<file path="src/hdl/vrsed_pkg.sv">
// Constants, field layout and decode helpers of the sensor edge detector.
// Assumes a 20 MHz system clock and signed converter samples in millivolts.
package vrsed_pkg;

    // ****************************************
    // Timing
    // ****************************************
    localparam int unsigned CLK_PERIOD_NS   = 50;
    localparam int unsigned PEAK_SHORT_NS   = 10000;
    localparam int unsigned PEAK_LONG_NS    = 250000;
    localparam int unsigned FILT_0_NS       = 2000;
    localparam int unsigned FILT_1_NS       = 6000;
    localparam int unsigned FILT_2_NS       = 11000;
    localparam int unsigned FILT_3_NS       = 21000;
    localparam int unsigned SLOW_HALF_NS    = 500000;  // Speed split point
    localparam int unsigned PEAK_SHORT_CYC  =
        (PEAK_SHORT_NS + CLK_PERIOD_NS - 1) / CLK_PERIOD_NS;
    localparam int unsigned PEAK_LONG_CYC   =
        (PEAK_LONG_NS + CLK_PERIOD_NS - 1) / CLK_PERIOD_NS;
    localparam int unsigned SLOW_HALF_CYC   =
        (SLOW_HALF_NS + CLK_PERIOD_NS - 1) / CLK_PERIOD_NS;

    // ****************************************
    // Widths and thresholds
    // ****************************************
    localparam int ADC_W  = 12;
    localparam int TIME_W = 13;
    localparam int FILT_W = 9;
    localparam int SPD_W  = 15;
    localparam logic [ADC_W-1:0] THR_0_MV = 12'h032;  // 50 mV
    localparam logic [ADC_W-1:0] THR_1_MV = 12'h096;  // 150 mV
    localparam logic [ADC_W-1:0] THR_2_MV = 12'h15e;  // 350 mV
    localparam logic [ADC_W-1:0] THR_3_MV = 12'h226;  // 550 mV

    // ****************************************
    // Register map and fields
    // ****************************************
    localparam logic [7:0] REG_CONFIG_ZERO = 8'h00;
    localparam logic [7:0] REG_CONFIG_ONE  = 8'h04;
    localparam logic [7:0] REG_STATUS      = 8'h08;
    localparam int FILT_SEL_LSB = 0;
    localparam int THR_SEL_LSB  = 2;
    localparam int TIME_SEL_BIT = 4;
    localparam int MODE_LSB     = 0;
    localparam logic [1:0] FILT_SEL_RST = 2'h0;
    localparam logic [1:0] THR_SEL_RST  = 2'h0;
    localparam logic       TIME_SEL_RST = 1'b0;

    typedef enum logic [1:0] {
        VRSED_AUTO   = 2'h0,
        VRSED_MANUAL = 2'h1,
        VRSED_SEMI   = 2'h2,
        VRSED_HALL   = 2'h3
    } vrsed_mode_t;
    localparam vrsed_mode_t MODE_RST = VRSED_MANUAL;

    // Threshold in millivolts for a select code
    function automatic logic [ADC_W-1:0] vrsed_thr_mv(input logic [1:0] s);
        unique case (s)
            2'h0: vrsed_thr_mv = THR_0_MV;
            2'h1: vrsed_thr_mv = THR_1_MV;
            2'h2: vrsed_thr_mv = THR_2_MV;
            2'h3: vrsed_thr_mv = THR_3_MV;
        endcase
    endfunction : vrsed_thr_mv

    // Largest threshold not above half of the last peak
    function automatic logic [1:0] vrsed_thr_fit(input logic [ADC_W-1:0] p);
        logic [ADC_W:0] pk;
        pk = {1'b0, p};
        if (pk >= {vrsed_thr_mv(2'h3), 1'b0})      vrsed_thr_fit = 2'h3;
        else if (pk >= {vrsed_thr_mv(2'h2), 1'b0}) vrsed_thr_fit = 2'h2;
        else if (pk >= {vrsed_thr_mv(2'h1), 1'b0}) vrsed_thr_fit = 2'h1;
        else                                       vrsed_thr_fit = 2'h0;
    endfunction : vrsed_thr_fit

endpackage : vrsed_pkg

</file>
<file path="src/hdl/vrsed_out_filter.sv">
// Output stability filter of the sensor edge detector.
// Assumes its input and select come from logic on the same clock.
`timescale 1ns/1ps
module vrsed_out_filter
    import vrsed_pkg::*;
(
    input  wire logic              clock,
    input  wire logic              reset,
    input  wire logic              level_in,
    input  wire logic [FILT_W-1:0] hold_cycles,
    output logic                   level_out
);

    logic [FILT_W-1:0] diff_cnt_q;
    logic              level_q;

    // Count cycles that the input differs from the output
    always_ff @(posedge clock or posedge reset) begin
        if (reset) begin
            diff_cnt_q <= '0;
        end else if (level_in == level_q || diff_cnt_q == hold_cycles) begin
            diff_cnt_q <= '0;
        end else begin
            diff_cnt_q <= diff_cnt_q + 1'b1;
        end
    end

    // Pass the level once stable longer than the hold time
    always_ff @(posedge clock or posedge reset) begin
        if (reset) begin
            level_q <= 1'b0;
        end else if (level_in != level_q && diff_cnt_q == hold_cycles) begin
            level_q <= level_in;
        end
    end

    assign level_out = level_q;

endmodule : vrsed_out_filter

</file>
<file path="src/hdl/vrsed_peak_detect.sv">
// Peak qualifier: slope reversal above threshold for a least time.
// Assumes converter samples arrive on the same clock with a valid strobe.
`timescale 1ns/1ps
module vrsed_peak_detect
    import vrsed_pkg::*;
(
    input  wire logic                    clock,
    input  wire logic                    reset,
    input  wire logic signed [ADC_W-1:0] adc_sample,
    input  wire logic                    adc_valid,
    input  wire logic [ADC_W-1:0]        thr_mv,
    input  wire logic [TIME_W-1:0]       time_cycles,
    output logic                         peak_pulse,
    output logic [ADC_W-1:0]             magnitude
);

    logic signed [ADC_W-1:0] prev_q;
    logic [ADC_W-1:0]        mag_q;
    logic [ADC_W-1:0]        mag_d;
    logic                    above_q;
    logic [TIME_W-1:0]       above_cnt_q;
    logic                    dir_q;
    logic                    dir_ok_q;
    logic                    pulse_q;
    logic                    rising;
    logic                    falling;

    assign mag_d   = adc_sample[ADC_W-1] ? ADC_W'(~adc_sample + 1'b1)
                                         : adc_sample;
    assign rising  = adc_sample > prev_q;
    assign falling = adc_sample < prev_q;

    // Magnitude and above-threshold flag per sample
    always_ff @(posedge clock or posedge reset) begin
        if (reset) begin
            mag_q   <= '0;
            above_q <= 1'b0;
            prev_q  <= '0;
        end else if (adc_valid) begin
            mag_q   <= mag_d;
            above_q <= mag_d > thr_mv;
            prev_q  <= adc_sample;
        end
    end

    // Continuous time above threshold, saturating
    always_ff @(posedge clock or posedge reset) begin
        if (reset) begin
            above_cnt_q <= '0;
        end else if (!above_q) begin
            above_cnt_q <= '0;
        end else if (above_cnt_q != '1) begin
            above_cnt_q <= above_cnt_q + 1'b1;
        end
    end

    // Slope sign tracking and qualified reversal
    always_ff @(posedge clock or posedge reset) begin
        if (reset) begin
            dir_q    <= 1'b0;
            dir_ok_q <= 1'b0;
            pulse_q  <= 1'b0;
        end else begin
            pulse_q <= 1'b0;
            if (adc_valid && (rising || falling)) begin
                dir_q    <= rising;
                dir_ok_q <= 1'b1;
                pulse_q  <= dir_ok_q && (rising != dir_q) && above_q
                            && (above_cnt_q > time_cycles);
            end
        end
    end

    assign peak_pulse = pulse_q;
    assign magnitude  = mag_q;

endmodule : vrsed_peak_detect

</file>
<file path="src/hdl/vrsed_top.sv">
// Digital detection path of a variable reluctance and Hall sensor input.
// Assumes analog comparators on pins, a converter on the same clock, and
// a classic Wishbone master for configuration and status.
`timescale 1ns/1ps
module vrsed_top
    import vrsed_pkg::*;
#(
    parameter int unsigned PEAK_LONG_CYCLES = PEAK_LONG_CYC,
    parameter int unsigned SLOW_HALF_CYCLES = SLOW_HALF_CYC
)
(
    input  wire logic                    clock,
    input  wire logic                    reset,
    // Wishbone slave
    input  wire logic                    wb_cyc_i,
    input  wire logic                    wb_stb_i,
    input  wire logic                    wb_we_i,
    input  wire logic [7:0]              wb_adr_i,
    input  wire logic [3:0]              wb_sel_i,
    input  wire logic [31:0]             wb_dat_i,
    output logic [31:0]                  wb_dat_o,
    output logic                         wb_ack_o,
    // Sensor front end
    input  wire logic signed [ADC_W-1:0] adc_sample,
    input  wire logic                    adc_valid,
    input  wire logic                    zero_cross_raw,
    input  wire logic                    hall_compare_raw,
    input  wire logic                    diag_short_bat_raw,
    input  wire logic                    diag_short_gnd_raw,
    input  wire logic                    diag_open_load_raw,
    output logic                         hall_reference_enable,
    output logic                         diagnosis_enable,
    output logic                         conditioned_sensor_output
);

    // ****************************************
    // Declarations
    // ****************************************
    localparam int SYNC_N = 5;
    localparam logic [TIME_W-1:0] PEAK_LONG_T  = TIME_W'(PEAK_LONG_CYCLES);
    localparam logic [TIME_W-1:0] PEAK_SHORT_T = TIME_W'(PEAK_SHORT_CYC);
    localparam logic [SPD_W-1:0]  SLOW_HALF_T  = SPD_W'(SLOW_HALF_CYCLES);

    logic [SYNC_N-1:0] sync1_q;
    logic [SYNC_N-1:0] sync2_q;
    logic              zc_level;
    logic              hall_level;
    logic              diag_bat;
    logic              diag_gnd;
    logic              diag_open;

    logic              ack_q;
    logic [31:0]       rdata_q;
    logic              bus_req;
    logic              wr_zero;
    logic              wr_one;

    vrsed_mode_t       mode_q;
    logic [1:0]        filt_sel_q;
    logic [1:0]        thr_sel_q;
    logic              time_sel_q;

    logic              peak_pulse;
    logic [ADC_W-1:0]  magnitude;
    logic [ADC_W-1:0]  thr_mv;
    logic [TIME_W-1:0] time_cycles;
    logic [FILT_W-1:0] filt_cycles;

    logic              armed_q;
    logic              zc_prev_q;
    logic              result_q;
    logic              edge_take;
    logic              result_d;
    logic [ADC_W-1:0]  peak_max_q;
    logic [SPD_W-1:0]  half_cnt_q;
    logic              hall_q;
    logic              diag_on_q;
    logic              is_manual;
    logic              is_hall;
    logic              out_level;

    // ****************************************
    // Pin synchronisers
    // ****************************************

    // Two flip-flops for every asynchronous pin input
    always_ff @(posedge clock or posedge reset) begin
        if (reset) begin
            sync1_q <= '0;
            sync2_q <= '0;
        end else begin
            sync1_q <= {diag_open_load_raw, diag_short_gnd_raw,
                        diag_short_bat_raw, hall_compare_raw,
                        zero_cross_raw};
            sync2_q <= sync1_q;
        end
    end

    assign zc_level   = sync2_q[0];
    assign hall_level = sync2_q[1];
    assign diag_bat   = sync2_q[2];
    assign diag_gnd   = sync2_q[3];
    assign diag_open  = sync2_q[4];

    // ****************************************
    // Wishbone slave
    // ****************************************

    // A request is taken once per cycle pair; ack is a one-cycle pulse
    assign bus_req = wb_cyc_i && wb_stb_i && !ack_q;
    assign wr_zero = bus_req && wb_we_i && wb_sel_i[0]
                     && wb_adr_i == REG_CONFIG_ZERO;
    assign wr_one  = bus_req && wb_we_i && wb_sel_i[0]
                     && wb_adr_i == REG_CONFIG_ONE;

    // Acknowledge every request, mapped or not
    always_ff @(posedge clock or posedge reset) begin
        if (reset) begin
            ack_q <= 1'b0;
        end else begin
            ack_q <= bus_req;
        end
    end

    // Read data captured with the request; unmapped reads give zero
    always_ff @(posedge clock or posedge reset) begin
        if (reset) begin
            rdata_q <= '0;
        end else if (bus_req && !wb_we_i) begin
            rdata_q <= '0;
            unique case (wb_adr_i)
                REG_CONFIG_ZERO: begin
                    rdata_q[FILT_SEL_LSB +: 2] <= filt_sel_q;
                    rdata_q[THR_SEL_LSB +: 2]  <= thr_sel_q;
                    rdata_q[TIME_SEL_BIT]      <= time_sel_q;
                end
                REG_CONFIG_ONE: begin
                    rdata_q[MODE_LSB +: 2] <= mode_q;
                end
                REG_STATUS: begin
                    rdata_q[0] <= conditioned_sensor_output;
                    rdata_q[1] <= armed_q;
                    rdata_q[2] <= result_q;
                    rdata_q[3] <= diag_bat && diag_on_q;
                    rdata_q[4] <= diag_gnd && diag_on_q;
                    rdata_q[5] <= diag_open && diag_on_q;
                    rdata_q[6] <= diag_on_q;
                end
                default: begin
                    rdata_q <= '0;
                end
            endcase
        end
    end

    assign wb_ack_o = ack_q;
    assign wb_dat_o = rdata_q;

    // ****************************************
    // Configuration
    // ****************************************

    assign is_manual = mode_q == VRSED_MANUAL;
    assign is_hall   = mode_q == VRSED_HALL;

    // Detection mode field
    always_ff @(posedge clock or posedge reset) begin
        if (reset) begin
            mode_q <= MODE_RST;
        end else if (wr_one) begin
            mode_q <= vrsed_mode_t'(wb_dat_i[MODE_LSB +: 2]);
        end
    end

    // Output filter select, host-owned in every mode
    always_ff @(posedge clock or posedge reset) begin
        if (reset) begin
            filt_sel_q <= FILT_SEL_RST;
        end else if (wr_zero) begin
            filt_sel_q <= wb_dat_i[FILT_SEL_LSB +: 2];
        end
    end

    // Effective threshold: host in manual, adapted in auto and semi
    always_ff @(posedge clock or posedge reset) begin
        if (reset) begin
            thr_sel_q <= THR_SEL_RST;
        end else if (wr_zero && is_manual) begin
            thr_sel_q <= wb_dat_i[THR_SEL_LSB +: 2];
        end else if (edge_take && (mode_q == VRSED_AUTO
                                   || mode_q == VRSED_SEMI)) begin
            thr_sel_q <= vrsed_thr_fit(peak_max_q);
        end
    end

    // Effective peak time: host in manual, speed-based in auto
    always_ff @(posedge clock or posedge reset) begin
        if (reset) begin
            time_sel_q <= TIME_SEL_RST;
        end else if (wr_zero && is_manual) begin
            time_sel_q <= wb_dat_i[TIME_SEL_BIT];
        end else if (edge_take && mode_q == VRSED_AUTO) begin
            time_sel_q <= half_cnt_q > SLOW_HALF_T;
        end
    end

    // Decode selections into compare values
    assign thr_mv      = vrsed_thr_mv(thr_sel_q);
    assign time_cycles = time_sel_q ? PEAK_LONG_T : PEAK_SHORT_T;

    // Filter hold time in cycles
    always_comb begin
        unique case (filt_sel_q)
            2'h0: filt_cycles = FILT_W'((FILT_0_NS + CLK_PERIOD_NS - 1)
                                        / CLK_PERIOD_NS);
            2'h1: filt_cycles = FILT_W'((FILT_1_NS + CLK_PERIOD_NS - 1)
                                        / CLK_PERIOD_NS);
            2'h2: filt_cycles = FILT_W'((FILT_2_NS + CLK_PERIOD_NS - 1)
                                        / CLK_PERIOD_NS);
            2'h3: filt_cycles = FILT_W'((FILT_3_NS + CLK_PERIOD_NS - 1)
                                        / CLK_PERIOD_NS);
        endcase
    end

    // ****************************************
    // Peak qualification
    // ****************************************

    vrsed_peak_detect u_peak (
        .clock       (clock),
        .reset       (reset),
        .adc_sample  (adc_sample),
        .adc_valid   (adc_valid),
        .thr_mv      (thr_mv),
        .time_cycles (time_cycles),
        .peak_pulse  (peak_pulse),
        .magnitude   (magnitude)
    );

    // ****************************************
    // Zero crossing and arming
    // ****************************************

    // Last synchronised comparator level, to see crossing edges
    always_ff @(posedge clock or posedge reset) begin
        if (reset) begin
            zc_prev_q <= 1'b0;
        end else begin
            zc_prev_q <= zc_level;
        end
    end

    // An armed crossing edge in VR modes, or a Hall level differing from result_q;
    // in VR modes an edge, not a level mismatch, so a missed first crossing cannot
    // pull the output onto the peaks
    assign edge_take = is_hall ? (hall_level != result_q)
                               : (armed_q && zc_level != zc_prev_q);
    assign result_d  = is_hall ? hall_level : zc_level;

    // Internal detection result holds between taken edges
    always_ff @(posedge clock or posedge reset) begin
        if (reset) begin
            result_q <= 1'b0;
        end else if (edge_take) begin
            result_q <= result_d;
        end
    end

    // Arm on a qualified peak; a peak in the edge cycle wins
    always_ff @(posedge clock or posedge reset) begin
        if (reset) begin
            armed_q <= 1'b0;
        end else if (peak_pulse && !is_hall) begin
            armed_q <= 1'b1;
        end else if (edge_take) begin
            armed_q <= 1'b0;
        end
    end

    // Largest magnitude of the current half wave
    always_ff @(posedge clock or posedge reset) begin
        if (reset) begin
            peak_max_q <= '0;
        end else if (edge_take) begin
            peak_max_q <= '0;
        end else if (magnitude > peak_max_q) begin
            peak_max_q <= magnitude;
        end
    end

    // Half period length as speed measure, saturating
    always_ff @(posedge clock or posedge reset) begin
        if (reset) begin
            half_cnt_q <= '0;
        end else if (edge_take) begin
            half_cnt_q <= '0;
        end else if (half_cnt_q != '1) begin
            half_cnt_q <= half_cnt_q + 1'b1;
        end
    end

    // ****************************************
    // Output filter and pin controls
    // ****************************************

    vrsed_out_filter u_filter (
        .clock       (clock),
        .reset       (reset),
        .level_in    (result_q),
        .hold_cycles (filt_cycles),
        .level_out   (out_level)
    );

    assign conditioned_sensor_output = out_level;

    // Reference on the second input and diagnosis enable
    always_ff @(posedge clock or posedge reset) begin
        if (reset) begin
            hall_q    <= 1'b0;
            diag_on_q <= 1'b0;
        end else begin
            hall_q    <= is_hall;
            diag_on_q <= !is_hall;
        end
    end

    assign hall_reference_enable = hall_q;
    assign diagnosis_enable      = diag_on_q;

endmodule : vrsed_top

</file>
<file path="config.mk">
export PLATFORM = sky130hd
export DESIGN_NAME = vrsed_top
export DESIGN_NICKNAME = d
export VERILOG_FILES = /design/src/hdl/vrsed_pkg.sv /design/src/hdl/vrsed_out_filter.sv /design/src/hdl/vrsed_peak_detect.sv /design/src/hdl/vrsed_top.sv
export SDC_FILE = /design/constraint.sdc
export NUM_CORES = 1
export LEC_CHECK = 0
export ABC_AREA = 0
export BUFFER_PORTS_ARGS = -buffer_cell sky130_fd_sc_hd__buf_2
export CAP_MARGIN = 20
export CORE_ASPECT_RATIO = 0.6
export CORE_MARGIN = 4
export CORE_UTILIZATION = 40
export CTS_CLUSTER_SIZE = 28
export DETAILED_ROUTE_END_ITERATION = 12
export HOLD_SLACK_MARGIN = 0.03
export MAX_ROUTING_LAYER = met4
export RECOVER_POWER = 50
export SYNTH_ARGS = -nofsm -noshare
export SYNTH_HDL_FRONTEND = slang
export SYNTH_HIERARCHICAL = 1
export SYNTH_SLANG_ARGS = --single-unit
</file>
<file path="constraint.sdc">
create_clock -name clock -period 5.4 [get_ports clock]
set_input_delay 1.35 -clock clock [delete_from_list [all_inputs] [get_ports clock]]
set_output_delay 1.35 -clock clock [all_outputs]
set_load 0.02 [all_outputs]
</file>
* Word-level counts from Yosys, hierarchy flattened
Index checks and enable logic that the tools add are counted.
Word-level totals: bits in registers 108, bits of input ports 67
Cells by class: add/sub/neg operators 4, $lt $le $gt $ge 9, eq/ne operators 20, mux-type cells 26, bitwise logic cells 1, reductions and logical operators 35
Operators with widths (count):
- 12-bit case mux with 4 select lines | 1
- 13-bit two-way mux | 3
- 12-bit > comparator | 3
- 12-bit two-way mux | 3
- 9-bit case mux with 4 select lines | 1
- 15-bit two-way mux | 2
- 1-bit logical AND | 20
- 15-bit by 1-bit adder with 15-bit output (second input constant) | 1
- 15-bit by 14-bit > comparator with 1-bit output (second input constant) | 1
- 15-bit inequality test (second input constant) | 1
- 13-bit by 1-bit adder with 13-bit output (second input constant) | 1
- 13-bit > comparator | 1
- 13-bit inequality test (second input constant) | 1
- 12-bit by 1-bit adder with 12-bit output (second input constant) | 1
- 2-bit equality test (second input constant) | 6
- 12-bit by 10-bit >= comparator with 1-bit output (second input constant) | 1
- 12-bit by 11-bit >= comparator with 1-bit output (second input constant) | 1
- 12-bit by 9-bit >= comparator with 1-bit output (second input constant) | 1
- 12-bit < comparator | 1
- 12-bit NOT | 1
- 2-bit two-way mux | 5
- 2-bit nonzero test | 5
- 9-bit by 1-bit adder with 9-bit output (second input constant) | 1
- 9-bit equality test | 1
- other kinds (14) | 32

* Logic depth before layout (Yosys ltp)
depth after elaboration 7, depth in mapped cells 12

* Cells and area by module
Netlist, hierarchy kept.
By module, submodules not included:
- vrsed_top | instances 1, cells an instance 360, area an instance 3464.6 um^2, seq. area each 1427.6 um^2
- vrsed_peak_detect | instances 1, cells an instance 297, area an instance 2787.7 um^2, seq. area each 1001.0 um^2
- vrsed_out_filter | instances 1, cells an instance 56, area an instance 564.3 um^2, seq. area each 250.2 um^2

* Worst setup path after synthesis
Ideal clock, no wire load.
path type in2reg, start point input port adc_sample[0], end point register u_peak.above_q, setup time 0.123 ns, arrival 3.471 ns, required time 5.277 ns, setup slack 1.806 ns, stages on the path 10, path buffers 0, cells stage by stage or3_4 > or4_4 > o41ai_2 > xnor2_1 > ha_1 > a21oi_1 > nor2b_1 > o21ai_0 > o2111ai_1 > o221a_2
On the way: longest elaborated chain between the ends 4
Ends and longest elaborated chain:
- start: declaration | RTL line vrsed_top.sv:24 | input wire logic signed [ADC_W-1:0] adc_sample,
- 12-bit NOT | RTL line vrsed_peak_detect.sv:28 | assign mag_d = adc_sample[ADC_W-1] ? ADC_W'(~adc_sample + 1'b1)
- 12-bit by 1-bit adder with 12-bit output | RTL line vrsed_peak_detect.sv:28
- 12-bit two-way mux | RTL line vrsed_peak_detect.sv:28
- net u_peak.mag_d[9] | RTL line vrsed_peak_detect.sv:19 | logic [ADC_W-1:0] mag_d;
- 12-bit > comparator | RTL line vrsed_peak_detect.sv:41 | above_q <= mag_d > thr_mv;
- end signal: assignment | RTL line vrsed_peak_detect.sv:41
- end: declaration | RTL line vrsed_peak_detect.sv:20 | logic above_q;
The timed path passes the listed nets, and every way through them passes these cells. A chain may end at the register's enable or synchronous reset.

* Worst setup path in the final report
Same ends and word-level chain as after synthesis.

==> reports/metrics.csv <==
stage,metric,value,unit
die,die_h,109,µm
power_and_ir_drop,swShare,0.341,
die,io_pins,103,
layout,layout.cells.non_filler,1000,
timing,rsz0062_at_grt,no,
global_routing,grt_max_degree,58,
die,coreArea,16500,µm²
critical_path,r2r-start,mode_q[0],
global_routing,grt.met3_usage,0.0395,
clock_tree,postCtsHoldBufs,0,
clock_tree,root_buffer,clkbuf_16,
routing,first_iter_violations,303,
logic_synthesis,syn_area,6820,µm²
logic_synthesis,synth_mux_area_frac,0.0374,
logic_synthesis,yosysMostFrequentCell,dfrtp_1,
logic_synthesis,synth_cells,713,
flow_run,drv_cap,1,
timing,setup-violations-final,0,
logic_synthesis,synth_flop_cell,dfrtp_1,
clock_tree,htree_num_levels,3,
placement,dp.cells,982,
clock_tree,cts_buffers,9,
die,die_area,19300,µm²
run_status,violations,"max-capacitance violations, max-slew violations",
layout,diodes,0,
layout,layout.nets,897,
critical_path,critPathMaxFanout,3,
layout,drive_gt1_frac,0.128,
worst_hold_path,hold_class,reg -> reg,
global_routing,grt_first_pass_wirelength,25.5,mm
global_routing,grt_pass1_vias,5119,
power_and_ir_drop,clockPowerShare,0.309,
critical_path,cp_slowest_cell,or4_4,
critical_path,worstPathRequired,5.65,ns
clock_tree,clockBufferDepth,2,
timing,min_period_over_period,0.666,
clock_tree,clock-sinks,107,
layout,syn2layout_area_growth,10.6,%
clock_tree,cts_tree,yes,
die,rows,36,
clock_tree,clkTransAtPathRegs,0.08,ns
critical_path,start_kind,input port,
timing,slew_headroom,-0.540,
routing,routed_wl,15.0,mm
logic_synthesis,yosysTopAreaCellShare,0.389,
logic_synthesis,syn_avg_cell_area,9.56,µm²
timing,fin_hold_ws,0.352,ns
logic_synthesis,synth_warnings,6,
logic_synthesis,synth_top_family_by_area,simple AND/OR/NAND/NOR gates,
logic_synthesis,synth_area_leaders,"dfrtp_1 39%, ha_1 12%, xnor2_1 4.4%",
logic_synthesis,synth-xor-area-share,0.0617,
placement,place_ws,1.45,ns
critical_path,ff2ff_path_depth,7,
critical_path,slowest_delay,0.46,ns
critical_path,path_class,in -> reg,
global_routing,track_usage,0.166,
routing,via_per_inst,5.22,
logic_synthesis,synth_commonest_cells,"106 x dfrtp_1, 70 x inv_1, 63 x ha_1",
logic_synthesis,seq_area_frac_synth,0.393,
power_and_ir_drop,pwr-share-seq,0.446,
routing,drc,0,
critical_path,critPathLaunch,adc_sample[0],
routing,wl_per_cell,15.0,µm
power_and_ir_drop,power_switching,738,µW
routing,vias,5216,
placement,hpwl,11.3,mm
power_and_ir_drop,ir_worst_vdd,173,µV
routing,drtPass1Iterations,5,
timing,period_minus_slack,3.60,ns
clock_tree,clock_latency,0.35,ns
layout,fillCellCount,1592,
critical_path,end_kind,flip-flop,
global_routing,top_usage_layer,met1,
clock_tree,postCtsResizedCells,0,
logic_synthesis,synth_edf_count,0,
logic_synthesis,synth_top_cell_by_area,dfrtp_1,
logic_synthesis,synth_compound_area_frac,0.126,
die,die_w,177,µm
global_routing,antenna_found_initial,0,
power_and_ir_drop,intPower,1.43,mW
global_routing,grtUsageMet1,0.242,
timing,setup_tns,0,ns
global_routing,overflow,0,
logic_synthesis,ys_seq_elements,107,
critical_path,r2r-end,peak_max_q[9],
placement,io_buffers,47,
global_routing,grtUsageMet2,0.235,
die,start_util,0.413,
timing,fmax,278,MHz
timing,max_slew.worst_pin.slew,2.31,ns
power_and_ir_drop,comb_power_share,0.245,
clock_tree,cts_setup_buffers,0,
critical_path,critical_path.endpoint,u_peak/above_q,
timing,drv_slew,41,
logic_synthesis,ys_async_sr_fraction,1.00,
routing,ant_nets,0,
logic_synthesis,synthAdderAreaFrac,0.116,
logic_synthesis,synth_cell_types,68,
logic_synthesis,synth-simple-area-share,0.185,
power_and_ir_drop,power.leakage,3.56,nW
critical_path,critPathArrivalTime,3.84,ns
critical_path,path_cells,buf_2 -> or3_4 -> or4_4 -> o41ai_2 -> xnor2_1 -> ha_1 -> a21oi_1 -> nor2b_1 -> o21ai_0 -> o2111ai_1 -> o221a_2,
placement,gp_congestion,0.889,
run_status,status,"finished, violations left",
power_and_ir_drop,power_density,288,nW/µm²
timing,timing.clock.skew,0.00826,ns
timing,hold_viol,0,
timing,setup_ws,1.80,ns
critical_path,ff2ff_setup_slack,2.95,ns
==> cell usage in the layout (no fill, tap or decap), drive strengths merged, types with 4 or more instances in the layout <==
cell,count
xor2,14
mux2i,6
and4,6
dfrtp,106
nand4,21
nor2,38
clkbuf,12
a21o,7
inv,74
nand2,59
mux2,17
xnor2,34
a22oi,12
nand3,30
buf,49
or4,16
nand2b,5
o21ai,25
o2111ai,4
nor2b,12
o211ai,18
a211oi,5
nor3,12
and2,11
a21oi,17
conb,40
a211o,4
and3,6
ha,63
==> layer usage <==
layer	vias to the layer above	wire [µm]
met2	119	6340
met5	-	0
met4	0	97
li1	2553	-
met3	12	788
met1	2532	7790
==> per-stage QoR <==
stage                util  area, µm²  total power, mW
floorplan               -       6960             1.37
global placement    0.438       7230             1.47
detailed placement  0.438       7230             1.50
CTS                 0.457       7530             2.18
global route        0.457       7540             2.32
finish              0.457       7540             2.17
==> state kept, by name, summed over array words and instances (netlist names), 2 cells and up <==
| signal | cells |
|---|---|
| filt_sel_q | 2 |
| half_cnt_q | 15 |
| mode_q | 2 |
| peak_max_q | 12 |
| sync1_q | 5 |
| sync2_q | 5 |
| thr_sel_q | 2 |
| u_filter/diff_cnt_q | 9 |
| u_peak/above_cnt_q | 13 |
| u_peak/magnitude | 11 |
| u_peak/prev_q | 12 |
| wb_dat_o | 7 |
==> layout make-up <==
type | count | area [µm²] | area share
Clock buffer | 9 | 225 | 0.0299
Clock inverter | 7 | 78.8 | 0.0105
Tap cell | 228 | 285 | 0.0378
Inverter | 70 | 263 | 0.0349
Multi-Input combinational cell | 527 | 3740 | 0.496
Sequential cell | 107 | 2680 | 0.355
Timing Repair Buffer | 52 | 265 | 0.0352
==> worst min-delay path by stage <==
stage	end	cells after the start	start	slack, ns
global placement	sync2_q[4]	0	sync1_q[4]	0.34
floorplan	sync2_q[0]	0	sync1_q[0]	0.33
detailed placement	sync2_q[3]	0	sync1_q[3]	0.34
finish	sync2_q[3]	0	sync1_q[3]	0.35
global route	sync2_q[3]	0	sync1_q[3]	0.36
CTS	sync2_q[3]	0	sync1_q[3]	0.36
==> worst max-delay path, delay by kind of cell <==
kind            cells  cell delay, ns
compound gates      5            0.96
simple gates        3            0.91
fa+ha+maj           1            0.30
xor+xnor            1            0.20
buf+inv             1            0.12
==> power groups by stage <==
| stage | sequential [mW] | clock, mW | combinational, mW |
|---|---|---|---|
| global route | 0.982 | 0.727 | 0.613 |
| detailed placement | 0.981 | 0 | 0.522 |
| floorplan | 0.951 | 0 | 0.424 |
| global placement | 0.977 | 0 | 0.498 |
| finish | 0.967 | 0.670 | 0.531 |
| CTS | 0.964 | 0.690 | 0.527 |
==> logic make-up (layout without fill, tap and decap cells) <==
family,count (synthesis),in the layout
flops,107,107
compound gates,121,121
buf+inv,117,138
xor+xnor,48,48
other cells,2,40
mux,23,23
fa+ha+maj,63,63
simple gates,232,232
(Power assumes the default switching activity.)
